File: src/inc/pco_pkg.sv
// Package of constants and types for the programmable clock output block
// Behaviour
// Source bit 0 selects crystal mode
// Crystal select: 32768, 1024, 64, 1 Hz
// 32768 Hz raw; divided outputs get compensation
// Source bit 1 selects high-frequency mode
// HF frequency is (divider+1) times 8192 Hz; here aliases above half the clock rate
// HF output gets no compensation pulses
// Backup supply forces output pin low
// Reset configuration gives 32768 Hz enabled
// Disable bit forces low unless flag set
// Stop halts divided outputs, holds level
// Seconds write or event resets prescaler
// HF periods ignore seconds write, events
// Divided off waits up to one period
// Turn-on and turn-off delays per source
// Interrupt flag switches like disable bit
// Crystal to HF: old, low, new
// HF to crystal: old, low, edge
// Host changes source alone, not frequency
// Crystal select change acts immediately
// Host disables before divider change
// Flag clear while disabled drives low
package pco_pkg;
	// Register bus widths and offsets
	localparam int ADDR_W = 2;
	localparam int DATA_W = 16;
	localparam logic [1:0] OFS_CFG = 2'h0;
	localparam logic [1:0] OFS_HFDIV = 2'h1;
	localparam logic [1:0] OFS_STATUS = 2'h2;
	// Field positions in the configuration register
	localparam int POS_OSC_SRC = 0;
	localparam int POS_XTAL_SEL = 1;
	localparam int POS_NOUT_DIS = 3;
	localparam int POS_EVT_SYNC = 4;
	// Reset values (delivery configuration)
	localparam logic RST_OSC_SRC = 1'h0;
	localparam logic [1:0] RST_XTAL_SEL = 2'h0;
	localparam logic RST_NOUT_DIS = 1'h0;
	localparam logic RST_EVT_SYNC = 1'h0;
	localparam logic [12:0] RST_HF_DIV = 13'h0000;
	// Crystal select codes
	localparam logic [1:0] XSEL_32K = 2'h0;
	localparam logic [1:0] XSEL_1K = 2'h1;
	localparam logic [1:0] XSEL_64 = 2'h2;
	localparam logic [1:0] XSEL_1 = 2'h3;
	// Prescaler tap positions for the divided frequencies
	localparam int PRESC_W = 15;
	localparam int TAP_1K = 4;
	localparam int TAP_64 = 8;
	localparam int TAP_1 = 14;
	// System clock and HF synthesis
	localparam int CLK_NS = 50;
	localparam int CLK_HZ = 20_000_000;
	localparam int HF_STEP_HZ = 8192;
	localparam int ACC_W = 27;
	// Transition times in ns
	localparam int T_ON_32K_NS = 600_000;
	localparam int T_ON_HF_NS = 2_500_000;
	localparam int T_OFF_NS = 400_000;
	localparam int T_OLD_XTAL_NS = 350_000;
	localparam int T_LOW_TO_HF_NS = 2_300_000;
	localparam int T_OLD_HF_NS = 300_000;
	localparam int T_LOW_TO_XTAL_NS = 650_000;
	// Derived cycle counts, rounded up to whole cycles
	localparam int CNT_W = 16;
	localparam logic [15:0] CYC_ON_32K = 16'((T_ON_32K_NS + CLK_NS - 1) / CLK_NS);
	localparam logic [15:0] CYC_ON_HF = 16'((T_ON_HF_NS + CLK_NS - 1) / CLK_NS);
	localparam logic [15:0] CYC_OFF = 16'((T_OFF_NS + CLK_NS - 1) / CLK_NS);
	localparam logic [15:0] CYC_OLD_XTAL =
		16'((T_OLD_XTAL_NS + CLK_NS - 1) / CLK_NS);
	localparam logic [15:0] CYC_LOW_TO_HF =
		16'((T_LOW_TO_HF_NS + CLK_NS - 1) / CLK_NS);
	localparam logic [15:0] CYC_OLD_HF = 16'((T_OLD_HF_NS + CLK_NS - 1) / CLK_NS);
	localparam logic [15:0] CYC_LOW_TO_XTAL =
		16'((T_LOW_TO_XTAL_NS + CLK_NS - 1) / CLK_NS);
	// Output configuration carried as one bundle
	typedef struct packed {
		logic osc_source_select;
		logic [1:0] xtal_freq_select;
		logic normal_out_disable;
		logic event_sync_enable;
		logic [12:0] hf_divider_value;
	} pco_cfg_t;
	// Output sequencer states
	typedef enum logic [2:0] {
		ST_OFF, ST_ON_WAIT, ST_ON, ST_OFF_WAIT, ST_OFF_DIV,
		ST_SW_OLD, ST_SW_LOW, ST_SW_EDGE
	} pco_state_t;
endpackage : pco_pkg

File: src/logic/pco_clock_out.sv
// Programmable clock output: crystal divider, HF synthesiser and sequencer
`timescale 1ns/1ns
module pco_clock_out #(
	parameter logic [15:0] CYC_ON_32K = pco_pkg::CYC_ON_32K,
	parameter logic [15:0] CYC_ON_HF = pco_pkg::CYC_ON_HF,
	parameter logic [15:0] CYC_OFF = pco_pkg::CYC_OFF,
	parameter logic [15:0] CYC_OLD_XTAL = pco_pkg::CYC_OLD_XTAL,
	parameter logic [15:0] CYC_LOW_TO_HF = pco_pkg::CYC_LOW_TO_HF,
	parameter logic [15:0] CYC_OLD_HF = pco_pkg::CYC_OLD_HF,
	parameter logic [15:0] CYC_LOW_TO_XTAL = pco_pkg::CYC_LOW_TO_XTAL
) (
	input wire logic I_CLK,
	input wire logic I_RSTN,
	input wire logic I_XTAL_IN,
	input wire logic I_EVENT_INPUT_PIN,
	input wire logic I_BACKUP_SUPPLY,
	input wire logic I_STOP_BIT,
	input wire logic I_SEC_WRITE,
	input wire logic I_COMP_ADD,
	input wire logic I_COMP_SKIP,
	input wire logic I_IRQ_CLOCK_OUT_FLAG,
	input wire logic [pco_pkg::ADDR_W-1:0] I_ADDR,
	input wire logic [pco_pkg::DATA_W-1:0] I_WDATA,
	input wire logic I_WR,
	input wire logic I_RD,
	output logic [pco_pkg::DATA_W-1:0] O_RDATA,
	output logic O_CLOCK_OUT_PIN
);

	// Configuration mirror, written by software
	pco_pkg::pco_cfg_t cfg_reg;
	// Synchroniser chains for the asynchronous pins
	logic xtal_s1_reg;
	logic xtal_s2_reg;
	logic xtal_prev_reg;
	logic evt_s1_reg;
	logic evt_s2_reg;
	logic evt_prev_reg;
	logic bkp_s1_reg;
	logic bkp_s2_reg;
	// Crystal prescaler, counts 32768 Hz edges
	logic [pco_pkg::PRESC_W-1:0] presc_reg;
	// HF phase accumulator and its square wave
	logic [pco_pkg::ACC_W-1:0] acc_reg;
	logic hf_wave_reg;
	// Sequencer
	pco_pkg::pco_state_t state_reg;
	pco_pkg::pco_state_t state_next;
	logic [pco_pkg::CNT_W-1:0] cnt_reg;
	logic [pco_pkg::CNT_W-1:0] cnt_next;
	logic active_os_reg;
	logic active_os_next;
	logic pin_next;
	// Derived terms, combinational except xtal_wave_prev_reg
	logic xtal_tick;
	logic evt_rise;
	logic presc_clear;
	logic xtal_wave;
	logic xtal_wave_prev_reg;
	logic want_on;
	logic [pco_pkg::ACC_W-1:0] hf_step;

	// Reduce the HF increment modulo the system clock rate
	function automatic logic [pco_pkg::ACC_W-1:0] step_of(
		input logic [12:0] div
	);
		logic [pco_pkg::ACC_W-1:0] s;
		s = pco_pkg::ACC_W'((32'(div) + 32'h1) * pco_pkg::HF_STEP_HZ);
		for (int i = 0; i < 4; i++) begin
			if (s >= pco_pkg::ACC_W'(pco_pkg::CLK_HZ)) begin
				s = s - pco_pkg::ACC_W'(pco_pkg::CLK_HZ);
			end
		end
		return s;
	endfunction : step_of

	// Turn-on delay of the source that is about to start
	function automatic logic [pco_pkg::CNT_W-1:0] on_delay(
		input logic os,
		input logic [1:0] fsel
	);
		if (os) begin
			return CYC_ON_HF;
		end else if (fsel == pco_pkg::XSEL_32K) begin
			return CYC_ON_32K;
		end
		return 16'h0001;
	endfunction : on_delay

	// Register writes; configuration steers the whole block
	always_ff @(posedge I_CLK or negedge I_RSTN) begin
		if (!I_RSTN) begin
			// Delivery configuration
			cfg_reg.osc_source_select <= pco_pkg::RST_OSC_SRC;
			cfg_reg.xtal_freq_select <= pco_pkg::RST_XTAL_SEL;
			cfg_reg.normal_out_disable <= pco_pkg::RST_NOUT_DIS;
			cfg_reg.event_sync_enable <= pco_pkg::RST_EVT_SYNC;
			cfg_reg.hf_divider_value <= pco_pkg::RST_HF_DIV;
		end else if (I_WR) begin
			case (I_ADDR)
				// Source, crystal select, disable, event sync
				pco_pkg::OFS_CFG: begin
					cfg_reg.osc_source_select <= I_WDATA[pco_pkg::POS_OSC_SRC];
					cfg_reg.xtal_freq_select <=
						I_WDATA[pco_pkg::POS_XTAL_SEL +: 2];
					cfg_reg.normal_out_disable <= I_WDATA[pco_pkg::POS_NOUT_DIS];
					cfg_reg.event_sync_enable <= I_WDATA[pco_pkg::POS_EVT_SYNC];
				end
				// Divider acts at once; host should disable first
				pco_pkg::OFS_HFDIV: begin
					cfg_reg.hf_divider_value <= I_WDATA[12:0];
				end
				// Status and unmapped writes are ignored
				default: begin
				end
			endcase
		end
	end

	// Read data, valid only in the cycle after the read strobe
	always_ff @(posedge I_CLK or negedge I_RSTN) begin
		if (!I_RSTN) begin
			O_RDATA <= '0;
		end else if (I_RD) begin
			case (I_ADDR)
				pco_pkg::OFS_CFG: begin
					O_RDATA <= {11'h000, cfg_reg.event_sync_enable,
						cfg_reg.normal_out_disable, cfg_reg.xtal_freq_select,
						cfg_reg.osc_source_select};
				end
				pco_pkg::OFS_HFDIV: begin
					O_RDATA <= {3'h0, cfg_reg.hf_divider_value};
				end
				// Live state: on, busy, active source, backup, pin
				pco_pkg::OFS_STATUS: begin
					O_RDATA <= {11'h000, O_CLOCK_OUT_PIN, bkp_s2_reg,
						active_os_reg,
						(state_reg != pco_pkg::ST_ON)
							&& (state_reg != pco_pkg::ST_OFF),
						state_reg == pco_pkg::ST_ON};
				end
				// Unmapped reads answer zero
				default: begin
					O_RDATA <= '0;
				end
			endcase
		end else begin
			O_RDATA <= '0;
		end
	end

	// Two-stage synchronisers; only stage two is read by logic
	always_ff @(posedge I_CLK or negedge I_RSTN) begin
		if (!I_RSTN) begin
			xtal_s1_reg <= 1'h0;
			xtal_s2_reg <= 1'h0;
			xtal_prev_reg <= 1'h0;
			evt_s1_reg <= 1'h0;
			evt_s2_reg <= 1'h0;
			evt_prev_reg <= 1'h0;
			bkp_s1_reg <= 1'h0;
			bkp_s2_reg <= 1'h0;
		end else begin
			xtal_s1_reg <= I_XTAL_IN;
			xtal_s2_reg <= xtal_s1_reg;
			xtal_prev_reg <= xtal_s2_reg;
			evt_s1_reg <= I_EVENT_INPUT_PIN;
			evt_s2_reg <= evt_s1_reg;
			evt_prev_reg <= evt_s2_reg;
			bkp_s1_reg <= I_BACKUP_SUPPLY;
			bkp_s2_reg <= bkp_s1_reg;
		end
	end

	// One pulse per crystal rising edge
	assign xtal_tick = xtal_s2_reg && !xtal_prev_reg;
	// Event input is inert while on backup power
	assign evt_rise = evt_s2_reg && !evt_prev_reg && !bkp_s2_reg;
	// Prescaler resynchronised
	assign presc_clear = I_SEC_WRITE
		|| (cfg_reg.event_sync_enable && evt_rise);

	// Crystal prescaler with compensation and stop
	always_ff @(posedge I_CLK or negedge I_RSTN) begin
		if (!I_RSTN) begin
			presc_reg <= '0;
		end else if (presc_clear) begin
			// Current period cut short
			presc_reg <= '0;
		end else if (I_STOP_BIT) begin
			// Divided outputs hold level
			presc_reg <= presc_reg;
		end else begin
			// Compensation pulses add or drop
			presc_reg <= presc_reg
				+ pco_pkg::PRESC_W'(xtal_tick)
				+ pco_pkg::PRESC_W'(I_COMP_ADD)
				- pco_pkg::PRESC_W'(I_COMP_SKIP && (xtal_tick || I_COMP_ADD));
		end
	end

	// Crystal mode waveform selection
	always_comb begin
		case (cfg_reg.xtal_freq_select)
			// Raw crystal, uncompensated
			pco_pkg::XSEL_32K: xtal_wave = xtal_s2_reg;
			// Divided taps
			pco_pkg::XSEL_1K: xtal_wave = presc_reg[pco_pkg::TAP_1K];
			pco_pkg::XSEL_64: xtal_wave = presc_reg[pco_pkg::TAP_64];
			pco_pkg::XSEL_1: xtal_wave = presc_reg[pco_pkg::TAP_1];
			default: xtal_wave = 1'h0;
		endcase
	end

	// Previous crystal waveform, for rising edge detection
	always_ff @(posedge I_CLK or negedge I_RSTN) begin
		if (!I_RSTN) begin
			xtal_wave_prev_reg <= 1'h0;
		end else begin
			xtal_wave_prev_reg <= xtal_wave;
		end
	end

	// HF step from divider value
	assign hf_step = step_of(cfg_reg.hf_divider_value);

	// HF synthesiser; steps above half the clock rate alias
	always_ff @(posedge I_CLK or negedge I_RSTN) begin
		if (!I_RSTN) begin
			acc_reg <= '0;
			hf_wave_reg <= 1'h0;
		end else begin
			// No compensation, no resync
			if (acc_reg + hf_step >= pco_pkg::ACC_W'(pco_pkg::CLK_HZ)) begin
				acc_reg <= acc_reg + hf_step - pco_pkg::ACC_W'(pco_pkg::CLK_HZ);
			end else begin
				acc_reg <= acc_reg + hf_step;
			end
			hf_wave_reg <= acc_reg >= pco_pkg::ACC_W'(pco_pkg::CLK_HZ / 2);
		end
	end

	// Enable from bit or flag
	assign want_on = !cfg_reg.normal_out_disable || I_IRQ_CLOCK_OUT_FLAG;

	// Sequencer: on/off delays and source changeover
	always_comb begin
		state_next = state_reg;
		cnt_next = cnt_reg;
		active_os_next = active_os_reg;
		pin_next = 1'h0;
		case (state_reg)
			// Output held low until enabled
			pco_pkg::ST_OFF: begin
				if (want_on) begin
					// Start delay per source
					cnt_next = on_delay(cfg_reg.osc_source_select,
						cfg_reg.xtal_freq_select);
					active_os_next = cfg_reg.osc_source_select;
					state_next = pco_pkg::ST_ON_WAIT;
				end
			end
			// Waiting for the source to settle
			pco_pkg::ST_ON_WAIT: begin
				if (!want_on) begin
					state_next = pco_pkg::ST_OFF;
				end else if (cnt_reg <= 16'h0001) begin
					state_next = pco_pkg::ST_ON;
				end else begin
					cnt_next = cnt_reg - 16'h0001;
				end
			end
			// Running; source mux, select live
			pco_pkg::ST_ON: begin
				pin_next = active_os_reg ? hf_wave_reg : xtal_wave;
				if (!want_on) begin
					if (!active_os_reg
						&& cfg_reg.xtal_freq_select != pco_pkg::XSEL_32K) begin
						state_next = pco_pkg::ST_OFF_DIV;
					end else begin
						// Stop delay
						cnt_next = CYC_OFF;
						state_next = pco_pkg::ST_OFF_WAIT;
					end
				end else if (cfg_reg.osc_source_select != active_os_reg) begin
					// Old frequency kept first
					cnt_next = active_os_reg ? CYC_OLD_HF : CYC_OLD_XTAL;
					state_next = pco_pkg::ST_SW_OLD;
				end
			end
			// Old source runs out its stop delay
			pco_pkg::ST_OFF_WAIT: begin
				pin_next = active_os_reg ? hf_wave_reg : xtal_wave;
				if (cnt_reg <= 16'h0001) begin
					state_next = pco_pkg::ST_OFF;
				end else begin
					cnt_next = cnt_reg - 16'h0001;
				end
			end
			// Finish current period, then low
			pco_pkg::ST_OFF_DIV: begin
				pin_next = xtal_wave;
				if (!xtal_wave || I_STOP_BIT) begin
					pin_next = 1'h0;
					state_next = pco_pkg::ST_OFF;
				end
			end
			// Old frequency continues briefly
			pco_pkg::ST_SW_OLD: begin
				pin_next = active_os_reg ? hf_wave_reg : xtal_wave;
				if (!want_on) begin
					state_next = pco_pkg::ST_OFF;
				end else if (cnt_reg <= 16'h0001) begin
					// Low gap length
					active_os_next = cfg_reg.osc_source_select;
					cnt_next = cfg_reg.osc_source_select ? CYC_LOW_TO_HF
						: CYC_LOW_TO_XTAL;
					state_next = pco_pkg::ST_SW_LOW;
				end else begin
					cnt_next = cnt_reg - 16'h0001;
				end
			end
			// Pin low between old and new source
			pco_pkg::ST_SW_LOW: begin
				if (!want_on) begin
					state_next = pco_pkg::ST_OFF;
				end else if (cnt_reg <= 16'h0001) begin
					state_next = active_os_reg ? pco_pkg::ST_ON
						: pco_pkg::ST_SW_EDGE;
				end else begin
					cnt_next = cnt_reg - 16'h0001;
				end
			end
			// Low until new rising edge
			pco_pkg::ST_SW_EDGE: begin
				if (!want_on) begin
					state_next = pco_pkg::ST_OFF;
				end else if (xtal_wave && !xtal_wave_prev_reg) begin
					pin_next = 1'h1;
					state_next = pco_pkg::ST_ON;
				end
			end
			default: begin
				state_next = pco_pkg::ST_OFF;
			end
		endcase
	end

	// Sequencer state registers
	always_ff @(posedge I_CLK or negedge I_RSTN) begin
		if (!I_RSTN) begin
			state_reg <= pco_pkg::ST_OFF;
			cnt_reg <= '0;
			active_os_reg <= pco_pkg::RST_OSC_SRC;
		end else begin
			state_reg <= state_next;
			cnt_reg <= cnt_next;
			active_os_reg <= active_os_next;
		end
	end

	// Output pin register; backup power overrides everything
	always_ff @(posedge I_CLK or negedge I_RSTN) begin
		if (!I_RSTN) begin
			O_CLOCK_OUT_PIN <= 1'h0;
		end else if (bkp_s2_reg) begin
			// Backup forces low
			O_CLOCK_OUT_PIN <= 1'h0;
		end else begin
			O_CLOCK_OUT_PIN <= pin_next;
		end
	end

endmodule : pco_clock_out

File: config.mk
export PLATFORM = sky130hd
export DESIGN_NAME = pco_clock_out
export DESIGN_NICKNAME = d
export VERILOG_FILES = /design/src/inc/pco_pkg.sv /design/src/logic/pco_clock_out.sv
export SDC_FILE = /design/constraint.sdc
export NUM_CORES = 1
export LEC_CHECK = 0
export BUFFER_PORTS_ARGS = -buffer_cell sky130_fd_sc_hd__buf_2
export CAP_MARGIN = 5
export CELL_PAD_IN_SITES_DETAIL_PLACEMENT = 0
export CELL_PAD_IN_SITES_GLOBAL_PLACEMENT = 1
export CORE_MARGIN = 4
export CORE_UTILIZATION = 48
export DETAILED_ROUTE_END_ITERATION = 6
export PLACE_DENSITY = 0.9
export SYNTH_ARGS = -nofsm -noshare
export SYNTH_HDL_FRONTEND = slang
export SYNTH_SLANG_ARGS = --single-unit
File: constraint.sdc
create_clock -name I_CLK -period 14.9 [get_ports I_CLK]
set_clock_uncertainty 0.2 [all_clocks]
set_input_delay 0.745 -clock I_CLK [delete_from_list [all_inputs] [get_ports I_CLK]]
set_output_delay 0.745 -clock I_CLK [all_outputs]
set_load 0.01 [all_outputs]
==> impl_metrics.csv <==
group,metric,value,unit
outcome,status,"finished, final reports clean",
synth,synthTopCellsByArea,"dfrtp_1, ha_1, nor2_1",
global_routing,grt_pass1_wl,38300,µm
timing,min_period,12.97,ns
synth,ys_seq_area_share,25.98,%
detailed_routing,ant_nets,0,
synth,ys_types,107,
timing,slew_violations,0,
detailed_routing,drtIter0Drc,612,
layout,antenna_cells,0,
worst_setup_path,slowest_stage,"or4b_1",
detailed_routing,wire_per_inst,16.23,µm
synth,synthCells,1133,
timing,setup_viol,0,
cts,cts_max_path_buffers,2,
flow_run,cap_violations,0,
die,rows,50,
worst_setup_path,arrival,13.01,ns
global_routing,grt_pass1_vias,7781,
worst_setup_path,required,14.94,ns
worst_setup_path,critical_path.max_stage_delay,0.68,ns
timing,hold_viol,0,
synth,mappedNetlistArea,0.009245,mm²
min_path,hp-class,"in2async",
timing,setup_tns,0,ns
worst_setup_path,rr_endpoint,"acc_reg[25]$_DFF_PN0_",
synth,synth_ff_type,"dfrtp_1",
cts,hold_buffers,0,
die,chipWidth,146.8,µm
cts,clock-sinks,96,
cts,clkTransAtPathRegs,0.07,ns
cts,cts_tree,"done",
detailed_routing,drc,0,
worst_setup_path,path_delay_family,"compound AO/OA/AOI/OAI gates",
cts,numCtsBuffers,9,
place,dp_hpwl,17350,µm
worst_setup_path,path_common_cell,"ha_1",
timing,rsz0062_at_grt,"no",
synth,synthArstFlopShare,100.0,%
synth,synth_area_leader_cell,"dfrtp_1",
timing,tightest_slew,0.9295,ns
synth,ys_ff_latch,96,
worst_setup_path,reg2reg_slack,1.93,ns
die,io_pins,47,
synth,yosys.area.top_type_share,25.98,%
worst_setup_path,critPathKind,"reg2reg",
global_routing,grt_usage,21.00,%
layout,syn2layout_area_growth,7.200,%
worst_setup_path,crit_buf_inv,3,
layout,largest_register_ff_count,19,
synth,synth.avg_cell_area,8.160,µm²
worst_setup_path,cp-start-kind,"register",
layout,nFillCells,1772,
worst_setup_path,worstPathMaxFanout,20,
layout,final_common_cell,"nor2_1",
timing,max_freq,0.07708,GHz
layout,nets,1221,
synth,yosys_warnings,0,
detailed_routing,drt-pass1-iter-count,5,
die,start_util,49.10,%
cts,insertion_delay,0.36,ns
worst_setup_path,end_kind,"register",
detailed_routing,vias,8344,
layout,final_cell_mix,"nor2_1, nand2_1, dfrtp_1",
synth,synth_edf_count,0,
timing,fin_crit_sh,87.07,%
cts,cts_resized,0,
cts,clockRootBuffer,"clkbuf_16",
detailed_routing,routed_wl,22850,µm
layout,drive_above_1_share,11.59,%
die,dieArea,0.02154,mm²
global_routing,grt.overflow.total,0,
worst_setup_path,reg2reg_from,"cfg_reg[0]$_DFFE_PN0P_",
die,die_y,146.8,µm
cts,cts_setup_buffers,0,
detailed_routing,viasPerCell,5.926,
place,portBuffers,40,
timing,slew_headroom,37.59,%
global_routing,grt_max_degree,68,
die,fp.coreArea,0.01883,mm²
cts,h-tree-depth,3,
place,gp_congestion,0.9019,
worst_setup_path,rr_worst_depth,44,
global_routing,grt_antenna_before_repair,0,
synthesized netlist by cell type (all sizes together), types with 23 or more instances:
cell type  instances
xor2              28
clkbuf            26
nor2             119
nor3              30
o21ai             87
xnor2             47
dfrtp             96
inv               60
mux2              23
nand2             97
and2              25
ha                44
a21oi             59
cell type report:
cell class	instances	area, µm²	area share (%)
clock inverters	7	91.34	0.9216
multi-input cells	930	6392	64.50
clock buffers	9	225.2	2.272
inverters	61	234.0	2.361
well taps	260	325.3	3.282
flip-flops and latches	96	2402	24.24
repair buffers	45	240.2	2.424
metrics by stage:
stage	hold slack, ns	worst slack, ns	utilization (%)	cells	cell area (µm²)
finish	0.1164	1.926	52.63	1408	9911
floorplan	0.1312	4.415	-	1135	9253
global route	0.1418	0.7419	52.63	1408	9911
global placement	0.1345	2.226	50.95	1392	9594
detailed placement	0.1356	2.004	50.95	1392	9594
CTS	0.1313	2.007	52.63	1408	9911
routing by layer:
metal,vias to the layer above,wire (µm),GRT usage (%),part of all wire [%]
met4,0,344,4.327,1.5
met5,-,0,0,0
met2,175,10720,34.82,47
met1,3962,10900,28.97,48
met3,22,881,3.609,3.9
li1,4185,-,-,-
how the worst max path moves through the flow:
stage,slack (ns),cells after the start,end,start
floorplan,4.41,47,acc_reg[22]$_DFF_PN0_,cfg_reg[0]$_DFFE_PN0P_
global placement,2.23,44,acc_reg[21]$_DFF_PN0_,cfg_reg[0]$_DFFE_PN0P_
detailed placement,2.00,44,acc_reg[21]$_DFF_PN0_,cfg_reg[0]$_DFFE_PN0P_
CTS,2.01,44,acc_reg[18]$_DFF_PN0_,cfg_reg[0]$_DFFE_PN0P_
global route,0.74,44,acc_reg[19]$_DFF_PN0_,cfg_reg[0]$_DFFE_PN0P_
finish,1.93,44,acc_reg[25]$_DFF_PN0_,cfg_reg[0]$_DFFE_PN0P_
worst register-to-register path, delay by kind of cell (launching register included):
family | cells | cell delay [ns]
xor+xnor | 1 | 0.16
compound gates | 15 | 4.68
flops | 1 | 0.64
simple gates | 15 | 3.29
mux | 5 | 1.38
buf+inv | 3 | 0.43
fa+ha+maj | 5 | 2.07
cells by family (layout without fill, tap and decap cells):
family                   Yosys count  after routing  synth area share (%)
multiplexers                      43             43                 5.278
AND/OR/NAND/NOR                  422            422                 22.89
adder cells (fa/ha/maj)           49             49                 6.929
AO/OA/AOI/OAI                    338            338                 26.66
XOR/XNOR                          75             75                 7.268
flip-flops                        96             96                 25.98
buffers and inverters            109            122                 4.953
other                              1              3               0.04056
Power is not shown: default switching activity piles up to over one toggle a cycle in this logic, so the estimate is an artifact.
